<file path="config.mk">
export PLATFORM = sky130hd
export DESIGN_NAME = host_parallel_port
export DESIGN_NICKNAME = d
export VERILOG_FILES = /design/src/host_port_pkg.sv /design/src/host_port_wbuf.sv /design/src/host_parallel_port.sv
export SDC_FILE = /design/constraint.sdc
export NUM_CORES = 1
export LEC_CHECK = 0
export ABC_AREA = 1
export ABC_CLOCK_PERIOD_IN_PS = 6800
export BUFFER_PORTS_ARGS = -buffer_cell sky130_fd_sc_hd__buf_2
export CAP_MARGIN = 20
export CORE_ASPECT_RATIO = 1.5
export CORE_MARGIN = 2
export CORE_UTILIZATION = 55
export CTS_CLUSTER_SIZE = 20
export DETAILED_ROUTE_END_ITERATION = 8
export PLACE_DENSITY_LB_ADDON = 0.08
export SETUP_SLACK_MARGIN = 0.5
export SLEW_MARGIN = 20
export SYNTH_ARGS = -nofsm -noshare
export SYNTH_HDL_FRONTEND = slang
export SYNTH_HIERARCHICAL = 1
export SYNTH_SLANG_ARGS = --single-unit
</file>
<file path="constraint.sdc">
create_clock -name clk_sys -period 6.8 [get_ports clk_sys]
set_clock_uncertainty 0.2 [all_clocks]
set_input_delay 2.04 -clock clk_sys [delete_from_list [all_inputs] [get_ports clk_sys]]
set_output_delay 2.04 -clock clk_sys [all_outputs]
set_load 0.01 [all_outputs]
</file>
<file path="src/host_port_pkg.sv">
// constants, encodings and carrier types for the host parallel port
package host_port_pkg;

    // ********************************************************
    // register map
    // ********************************************************
    localparam logic [31:0] HOST_PORT_CONTROL_ADDR = 32'h0188_0000;
    localparam logic [31:0] HOST_WRITE_ADDRESS_ADDR = 32'h0188_0004;
    localparam logic [31:0] HOST_READ_ADDRESS_ADDR = 32'h0188_0008;
    localparam logic [31:0] TRANSFER_REQUEST_CONTROL_ADDR = 32'h018a_0000;

    localparam logic [31:0] HOST_PORT_CONTROL_RESET = 32'h0000_0000;
    localparam logic [31:0] HOST_ADDRESS_RESET = 32'h0000_0000;
    localparam logic [31:0] TRANSFER_REQUEST_CONTROL_RESET = 32'h0000_0000;

    // control bit that reads back the write buffer empty flag
    localparam int CTRL_BUF_EMPTY_BIT = 3;
    // control bit that reads back an outstanding host read
    localparam int CTRL_READ_BUSY_BIT = 4;
    localparam logic [31:0] CTRL_WRITE_MASK = 32'hffff_ffe7;
    // priority field of the transfer request control register
    localparam int TRCTL_PRIO_LSB = 0;
    localparam int PRIO_W = 4;

    localparam logic [31:0] ADDR_STEP = 32'h0000_0004;
    localparam int WBUF_DEPTH = 4;

    // ********************************************************
    // encodings
    // ********************************************************
    typedef enum logic [1:0] {
        SEL_CONTROL = 2'b00,
        SEL_ADDRESS = 2'b01,
        SEL_DATA_INC = 2'b10,
        SEL_DATA_FIX = 2'b11
    } host_sel_e;

    typedef enum logic [1:0] {
        ST_IDLE = 2'b00,
        ST_READ_WAIT = 2'b01,
        ST_HOLD = 2'b10,
        ST_WRITE_WAIT = 2'b11
    } phase_e;

    // ********************************************************
    // carriers
    // ********************************************************
    typedef struct packed {
        host_sel_e sel;
        logic rd;
    } host_select_s;

    typedef struct packed {
        logic [31:0] addr;
        logic [31:0] data;
    } dma_word_s;

    typedef struct packed {
        logic write;
        logic [PRIO_W-1:0] prio;
        logic [31:0] addr;
        logic [31:0] data;
    } dma_cmd_s;

    typedef struct packed {
        logic sel;
        logic wr;
        logic [31:0] addr;
        logic [31:0] wdata;
    } cpu_req_s;

    typedef struct packed {
        phase_e phase;
        logic strobe_q;
        logic as_low_q;
        logic as_seen;
        logic rd_issued;
        host_select_s cur;
        logic [31:0] ctrl;
        logic [31:0] waddr;
        logic [31:0] raddr;
        logic [31:0] trctl;
        logic [31:0] data_win;
        logic [31:0] host_dout;
        logic host_oe;
        logic ready_b;
        logic dma_req;
        dma_cmd_s dma_cmd;
        logic [31:0] cpu_rdata;
        logic cpu_ack;
    } port_state_s;

    localparam port_state_s PORT_STATE_RESET = '0;

endpackage

</file>
<file path="src/host_port_wbuf.sv">
// small write buffer memory with registered head word
`timescale 1ns/1ps
module host_port_wbuf #(
    parameter int WIDTH = 64,
    parameter int DEPTH = 4
) (
    input wire logic clk_sys,
    input wire logic rst_b,
    input wire logic push_valid,
    output logic push_ready,
    input wire logic [WIDTH-1:0] push_data,
    output logic pop_valid,
    input wire logic pop_ready,
    output logic [WIDTH-1:0] pop_data
);
    localparam int PW = $clog2(DEPTH);
    localparam logic [PW:0] DEPTH_C = (PW+1)'(DEPTH);
    localparam logic [PW-1:0] LAST = (PW)'(DEPTH - 1);

    logic [WIDTH-1:0] mem [DEPTH];
    logic [PW-1:0] wptr;
    logic [PW-1:0] rptr;
    logic [PW-1:0] next_rptr;
    logic [PW:0] count;
    logic push;
    logic pop;

    assign push_ready = (count != DEPTH_C);
    assign pop_valid = (count != '0);
    assign push = push_valid & push_ready;
    assign pop = pop_valid & pop_ready;
    assign next_rptr = pop ? ((rptr == LAST) ? '0 : rptr + 1'b1) : rptr;

    // storage, written on push
    always_ff @(posedge clk_sys) begin
        if (push) begin
            mem[wptr] <= push_data;
        end
    end

    // pointers, count and head register with bypass into an emptying buffer
    always_ff @(posedge clk_sys or negedge rst_b) begin
        if (!rst_b) begin
            wptr <= '0;
            rptr <= '0;
            count <= '0;
            pop_data <= '0;
        end else begin
            if (push) begin
                wptr <= (wptr == LAST) ? '0 : wptr + 1'b1;
            end
            rptr <= next_rptr;
            count <= count + (PW+1)'(push) - (PW+1)'(pop);
            pop_data <= (push && wptr == next_rptr) ? push_data : mem[next_rptr];
        end
    end
endmodule

</file>
<file path="src/host_parallel_port.sv">
// host parallel port: host pins, cpu register port and dma request side
//
// How it works
// - host reads and writes any location of the processor memory space
// - every host memory access goes out as an enhanced dma request
// - dma addresses are unrestricted, so peripherals and memories are reached
// - control and address registers are read/write from host and cpu
// - the data window is host only and has no cpu address
// - host reaches data window and control through data lines and controls
// - a host address write loads the write and read copies together
// - cpu reads and writes each address copy at its own location
// - strobe is active when chip select low and data strobes differ
// - data read requests dma once buffered writes have drained; not ready until data loaded
// - data write holds ready off while the write buffer is full
`timescale 1ns/1ps
module host_parallel_port
    import host_port_pkg::*;
#(
    parameter int BUF_DEPTH = WBUF_DEPTH
) (
    input wire logic clk_sys,
    input wire logic rst_b,
    input wire logic host_chip_select_b,
    input wire logic host_data_strobe_one,
    input wire logic host_data_strobe_two,
    input wire logic host_address_strobe_b,
    input wire host_port_pkg::host_select_s host_select,
    input wire logic [31:0] host_data_in,
    output logic [31:0] host_data_out,
    output logic host_data_oe,
    output logic host_ready_out_b,
    input wire host_port_pkg::cpu_req_s cpu_req,
    output logic [31:0] cpu_rdata,
    output logic cpu_ack,
    output logic dma_req,
    output host_port_pkg::dma_cmd_s dma_cmd,
    input wire logic dma_ack,
    input wire logic [31:0] dma_rdata
);
    import host_port_pkg::*;

    port_state_s s;
    port_state_s next_s;
    logic combined_host_strobe;
    logic strobe_start;
    logic strobe_stop;
    host_select_s sel_now;
    logic [31:0] ctrl_view;
    logic wb_push;
    logic wb_push_ready;
    dma_word_s wb_push_data;
    logic wb_pop_valid;
    logic wb_pop;
    dma_word_s wb_pop_data;

    // ********************************************************
    // host strobe decode
    // ********************************************************
    // strobe is active high here: chip select low and strobes unequal
    assign combined_host_strobe = ~host_chip_select_b &
        (host_data_strobe_one ^ host_data_strobe_two);
    assign strobe_start = combined_host_strobe & ~s.strobe_q;
    assign strobe_stop = ~combined_host_strobe & s.strobe_q;
    // select latched by the address strobe wins over the live pins
    assign sel_now = s.as_seen ? s.cur : host_select;
    assign ctrl_view = (s.ctrl & CTRL_WRITE_MASK)
        | ({31'h0000_0000, ~wb_pop_valid} << CTRL_BUF_EMPTY_BIT)
        | ({31'h0000_0000, s.phase == ST_READ_WAIT} << CTRL_READ_BUSY_BIT);

    // ********************************************************
    // write buffer
    // ********************************************************
    // buffered writes drain before any read is issued, keeping order
    assign wb_pop = wb_pop_valid & ~s.dma_req;

    host_port_wbuf #(
        .WIDTH($bits(dma_word_s)),
        .DEPTH(BUF_DEPTH)
    ) host_port_wbuf_inst (
        .clk_sys(clk_sys),
        .rst_b(rst_b),
        .push_valid(wb_push),
        .push_ready(wb_push_ready),
        .push_data(wb_push_data),
        .pop_valid(wb_pop_valid),
        .pop_ready(wb_pop),
        .pop_data(wb_pop_data)
    );

    // ********************************************************
    // next state
    // ********************************************************
    always_comb begin
        next_s = s;
        wb_push = 1'b0;
        wb_push_data = '{addr: s.waddr, data: host_data_in};
        next_s.strobe_q = combined_host_strobe;
        next_s.as_low_q = ~host_address_strobe_b;
        next_s.cpu_ack = 1'b0;

        // address strobe falling edge latches select, once per cycle
        if (~host_address_strobe_b && !s.as_low_q && !s.as_seen) begin
            next_s.cur = host_select;
            next_s.as_seen = 1'b1;
        end

        // dma completion; read data lands in the data window
        if (s.dma_req && dma_ack) begin
            next_s.dma_req = 1'b0;
            if (!s.dma_cmd.write) begin
                next_s.data_win = dma_rdata;
            end
        end

        // drain one buffered write per dma request
        if (wb_pop) begin
            next_s.dma_req = 1'b1;
            next_s.dma_cmd = '{write: 1'b1, prio: s.trctl[TRCTL_PRIO_LSB +: PRIO_W],
                addr: wb_pop_data.addr, data: wb_pop_data.data};
        end

        // cpu register port: one cycle access, answered next cycle
        if (cpu_req.sel) begin
            next_s.cpu_ack = 1'b1;
            next_s.cpu_rdata = 32'h0000_0000;
            if (cpu_req.addr == HOST_PORT_CONTROL_ADDR) begin
                next_s.cpu_rdata = ctrl_view;
                if (cpu_req.wr) begin
                    next_s.ctrl = cpu_req.wdata & CTRL_WRITE_MASK;
                end
            end else if (cpu_req.addr == HOST_WRITE_ADDRESS_ADDR) begin
                next_s.cpu_rdata = s.waddr;
                if (cpu_req.wr) begin
                    next_s.waddr = cpu_req.wdata;
                end
            end else if (cpu_req.addr == HOST_READ_ADDRESS_ADDR) begin
                next_s.cpu_rdata = s.raddr;
                if (cpu_req.wr) begin
                    next_s.raddr = cpu_req.wdata;
                end
            end else if (cpu_req.addr == TRANSFER_REQUEST_CONTROL_ADDR) begin
                next_s.cpu_rdata = s.trctl;
                if (cpu_req.wr) begin
                    next_s.trctl = cpu_req.wdata;
                end
            end
        end

        // host cycle sequencer
        case (s.phase)
            ST_IDLE: begin
                if (strobe_start) begin
                    next_s.cur = sel_now;
                    case (sel_now.sel)
                        SEL_CONTROL: begin
                            next_s.host_dout = ctrl_view;
                            next_s.host_oe = sel_now.rd;
                            next_s.ready_b = 1'b0;
                            next_s.phase = ST_HOLD;
                        end
                        SEL_ADDRESS: begin
                            next_s.host_dout = s.raddr;
                            next_s.host_oe = sel_now.rd;
                            next_s.ready_b = 1'b0;
                            next_s.phase = ST_HOLD;
                        end
                        default: begin
                            if (sel_now.rd) begin
                                next_s.ready_b = 1'b1;
                                next_s.phase = ST_READ_WAIT;
                            end else begin
                                next_s.ready_b = ~wb_push_ready;
                                next_s.phase = ST_WRITE_WAIT;
                            end
                        end
                    endcase
                end
            end
            ST_READ_WAIT: begin
                // issue the read once all buffered writes have gone out
                if (!s.rd_issued && !s.dma_req && !wb_pop_valid) begin
                    next_s.dma_req = 1'b1;
                    next_s.rd_issued = 1'b1;
                    next_s.dma_cmd = '{write: 1'b0,
                        prio: s.trctl[TRCTL_PRIO_LSB +: PRIO_W],
                        addr: s.raddr, data: 32'h0000_0000};
                end
                if (s.rd_issued && s.dma_req && dma_ack) begin
                    next_s.host_dout = dma_rdata;
                    next_s.host_oe = 1'b1;
                    next_s.ready_b = 1'b0;
                    next_s.rd_issued = 1'b0;
                    next_s.phase = ST_HOLD;
                    if (s.cur.sel == SEL_DATA_INC) begin
                        next_s.raddr = s.raddr + ADDR_STEP;
                    end
                end
            end
            ST_WRITE_WAIT: begin
                next_s.ready_b = ~wb_push_ready;
                if (strobe_stop && wb_push_ready) begin
                    wb_push = 1'b1;
                    if (s.cur.sel == SEL_DATA_INC) begin
                        next_s.waddr = s.waddr + ADDR_STEP;
                    end
                end
            end
            default: begin
                // host writes take data at the strobe end; host beats cpu
                if (strobe_stop && !s.cur.rd) begin
                    if (s.cur.sel == SEL_CONTROL) begin
                        next_s.ctrl = host_data_in & CTRL_WRITE_MASK;
                    end else begin
                        next_s.waddr = host_data_in;
                        next_s.raddr = host_data_in;
                    end
                end
            end
        endcase

        // end of strobe closes every access
        if (strobe_stop) begin
            next_s.phase = ST_IDLE;
            next_s.host_oe = 1'b0;
            next_s.ready_b = 1'b0;
            next_s.as_seen = 1'b0;
            next_s.rd_issued = 1'b0;
        end
    end

    // ********************************************************
    // state register
    // ********************************************************
    always_ff @(posedge clk_sys or negedge rst_b) begin
        if (!rst_b) begin
            s <= PORT_STATE_RESET;
        end else begin
            s <= next_s;
        end
    end

    // outputs straight from the state register
    assign host_data_out = s.host_dout;
    assign host_data_oe = s.host_oe;
    assign host_ready_out_b = s.ready_b;
    assign cpu_rdata = s.cpu_rdata;
    assign cpu_ack = s.cpu_ack;
    assign dma_req = s.dma_req;
    assign dma_cmd = s.dma_cmd;
endmodule

</file>
==> run_results.csv <==
group,metric,value,unit
die,die_h,295,um
finish,drive_above_1_share,0.122,
logic_synthesis,synth_area,31000,um^2
grt,grt_max_degree,118,
die,die-area,58400,um^2
worst_setup_path,r2r_end,"host_port_wbuf_inst/pop_data[58]$_DFF_PN0_",
timing,hold_viol,0,
worst_setup_path,critPathRequiredTime,7.17,ns
clock_network,hold_buffers,0,
worst_setup_path,endpoint_kind,"flip-flop",
die,num_rows,106,
power,finalPower,14.2,mW
logic_synthesis,ys_seq_area_frac,0.524,
drt,drtAntennaViolNets,0,
die,die_x,198,um
timing,whs,0.278,ns
clock_network,root_buffer,"clkbuf_16",
drt,wl_per_cell,24.5,um
logic_synthesis,synth.area.top_cells,"dfrtp_1 28%, edfxtp_1 25%, nand2_1 13%, nand3_1 9.0%, inv_1 6.3%",
clock_network,cts_setup_buffers,0,
finish,multi_input_area,10900,um^2
timing,setup_viol,0,
logic_synthesis,synthFlopType,"dfrtp_1",
logic_synthesis,synth.top_cells.by_count,"1,069 x nand2_1, 559 x nand3_1, 523 x inv_1",
clock_network,htree_levels,2,
logic_synthesis,yosysWarnings,6,
logic_synthesis,synth_largest_area_cell,"dfrtp_1",
worst_setup_path,reg2reg_from,"host_port_wbuf_inst/count[1]$_DFF_PN0_",
timing,setup-tns-final,0,ns
clock_network,cts_resized,0,
placement,gp_congestion,1.03,
logic_synthesis,synth_seq_cells,599,
clock_network,cts_tree,"done",
hold_path,hold_start,"cpu_rdata[1]$_DFFE_PN0P_",
logic_synthesis,yosysMostFrequentCell,"nand2_1",
clock_network,cts_buffers,54,
timing,drv_slew,0,
drt,wirelength,112,mm
die,initial_core_util,0.557,
die,core,55700,um^2
worst_setup_path,regToRegSetupSlack,2.98,ns
logic_synthesis,synth.top_cell.area_share,0.277,
job,cap_violations,0,
logic_synthesis,synthArstFlopShare,0.573,
drt,detail_route.vias_per_cell,5.88,
logic_synthesis,synth_edf_count,256,
clock_network,insertion_delay,0.65,ns
timing,finalCritPeriodShare,0.668,
worst_setup_path,start_kind,"input port",
placement,portBuffers,276,
power,leakage,16.9,nW
worst_setup_path,cp.arrival,4.91,ns
clock_network,cts_buffer_depth,3,
clock_network,clk_pin_slew,0.07,ns
worst_setup_path,reg2reg_depth,13,
grt,antenna_found_initial,5,
logic_synthesis,syn_inst,3767,
timing,tightestPinTransition,1.08,ns
clock_network,clock_sinks,599,
logic_synthesis,avgSynthCellArea,8.24,um^2
grt,globalRoute.totalOverflow,0,
grt,grt_pass1_vias,26000,
power,ir_drop,412,uV
die,io-pin-count,277,
worst_setup_path,critPathKind,"in2reg",
hold_path,hold_path_end,"cpu_rdata[1]$_DFFE_PN0P_",
timing,fmax,220,MHz
grt,grt_pass1_wl,165,mm
finish,layout.nets,3968,
logic_synthesis,synth_cell_types,48,
drt,drt_iter0_markers,2747,
timing,fin_crit,4.55,ns
logic_synthesis,syn-num-nets,3924,
finish,ff_latch_area,16300,um^2
drt,dr.pass1.iters,7,
drt,vias,26800,
power,p_per_area,423,nW/um^2
hold_path,whs_path_depth,2,
outcome,status,"finished, final reports clean",
timing,rsz0062_at_grt,"false",
hold_path,worstHoldPathType,"reg2reg",
timing,timing.slew.headroom,0.281,
finish,post-route-util,0.604,
drt,drcViolationCount,0,
finish,fillers,4949,
worst_setup_path,critPathMaxFanout,18,
grt,track_usage,0.385,
finish,area_delta_synth_final,8.36,%
placement,hpwl,76.8,mm
==> layout by cell type (no fill, tap or decap), drive strengths merged <==
cell type	Yosys	final
dfrtp	343	343
and3	2	2
o21ai	143	143
nand3	582	582
buf	251	319
o31ai	4	4
o21bai	3	3
o211ai	64	64
nor3b	1	1
o2111ai	1	1
clkinv	0	20
edfxtp	256	256
inv	529	530
a21oi	38	38
nor3	26	26
fa	1	1
ha	16	16
and2	1	1
nand3b	1	1
xnor2	2	2
clkbuf	80	73
a32oi	1	1
xor2	8	8
o22ai	4	4
nand4	62	62
nand2	1078	1078
a211oi	30	30
or2	2	2
a21o	1	1
a31o	1	1
nor2	195	195
bufinv	0	7
a31oi	38	38
o311ai	1	1
nor4	1	1
a21boi	1	1
diode	0	1
==> metrics by stage <==
step                      cells  cell area, um^2  setup slack [ns]
after floorplan            3767            31000             0.680
after global placement     4456            31700              1.74
after detailed placement   4457            31700              1.69
after CTS                  4558            33600              2.33
after global routing       4558            33600              1.92
final                      4559            33600              2.25
==> worst max-delay path, cell delays in order <==
cell and delay (ns):
buf_2 0.10, nand2_1 0.06, inv_1 0.04, nor3_1 0.29
inv_1 0.08, ha_1 0.26, inv_1 0.18, nor3_1 0.12
nand2_1 0.33, inv_1 0.12, nor2_2 0.40, buf_4 0.35
inv_1 0.21, a21oi_1 0.14, o21ai_0 0.10, nand2_1 0.09
==> worst max path at each step <==
stage,slack (ns),start,cells after the start,endpoint
final,2.25,host_data_strobe_one,16,s[225]$_DFF_PN0_
after global routing,1.92,host_data_strobe_one,16,s[216]$_DFF_PN0_
after CTS,2.33,host_data_strobe_one,16,s[216]$_DFF_PN0_
after detailed placement,1.69,host_data_strobe_one,16,s[225]$_DFF_PN0_
after global placement,1.74,host_data_strobe_one,16,s[216]$_DFF_PN0_
after floorplan,0.68,host_data_strobe_two,8,host_port_wbuf_inst/mem[0][0]$_DFFE_PP_
==> power by group <==
part / internal (mW) / switching (mW) / leakage (nW)
sequential: 4.55 / 0.659 / 6.78
clock: 1.84 / 1.43 / 0.924
combinational: 1.66 / 4.09 / 9.19
total: 8.05 / 6.17 / 16.9
==> kinds of logic after synthesis <==
kind of cell / after synthesis / synth area share
xor gates and xnor gates: 10 / 0.00282
DFF: 599 / 0.524
adders and majority gates: 17 / 0.00710
and+or+nand+nor: 1951 / 0.273
buffers and inverters: 860 / 0.129
AOI/OAI and AO/OA: 330 / 0.0640
==> sequential cells by signal (all words and copies together), names as in the netlist <==
name and cells:
cpu_ack 1, cpu_rdata 32, dma_cmd 69, dma_req 1, host_data_oe 1, host_data_out 32
host_port_wbuf_inst/count 3, host_port_wbuf_inst/mem 256, host_port_wbuf_inst/pop_data 64, host_port_wbuf_inst/rptr 2, host_port_wbuf_inst/wptr 2, host_ready_out_b 1
s 135
==> cell type report <==
cell class / count / area share
antenna: 1 / 0.0000744
clock buffer: 73 / 0.0450
clock inverter: 28 / 0.0109
inverter: 529 / 0.0591
multi-input combinational: 2308 / 0.323
sequential: 599 / 0.484
tap: 702 / 0.0261
timing repair buffer: 319 / 0.0520
==> per-layer routing <==
metal / GRT usage / share of wire
met1: 0.479 / 0.36
met2: 0.618 / 0.47
met5: 0 / 0.00038
met4: 0.253 / 0.078
met3: 0.0687 / 0.090
No activity file was read; power rests on OpenSTA's default activity.
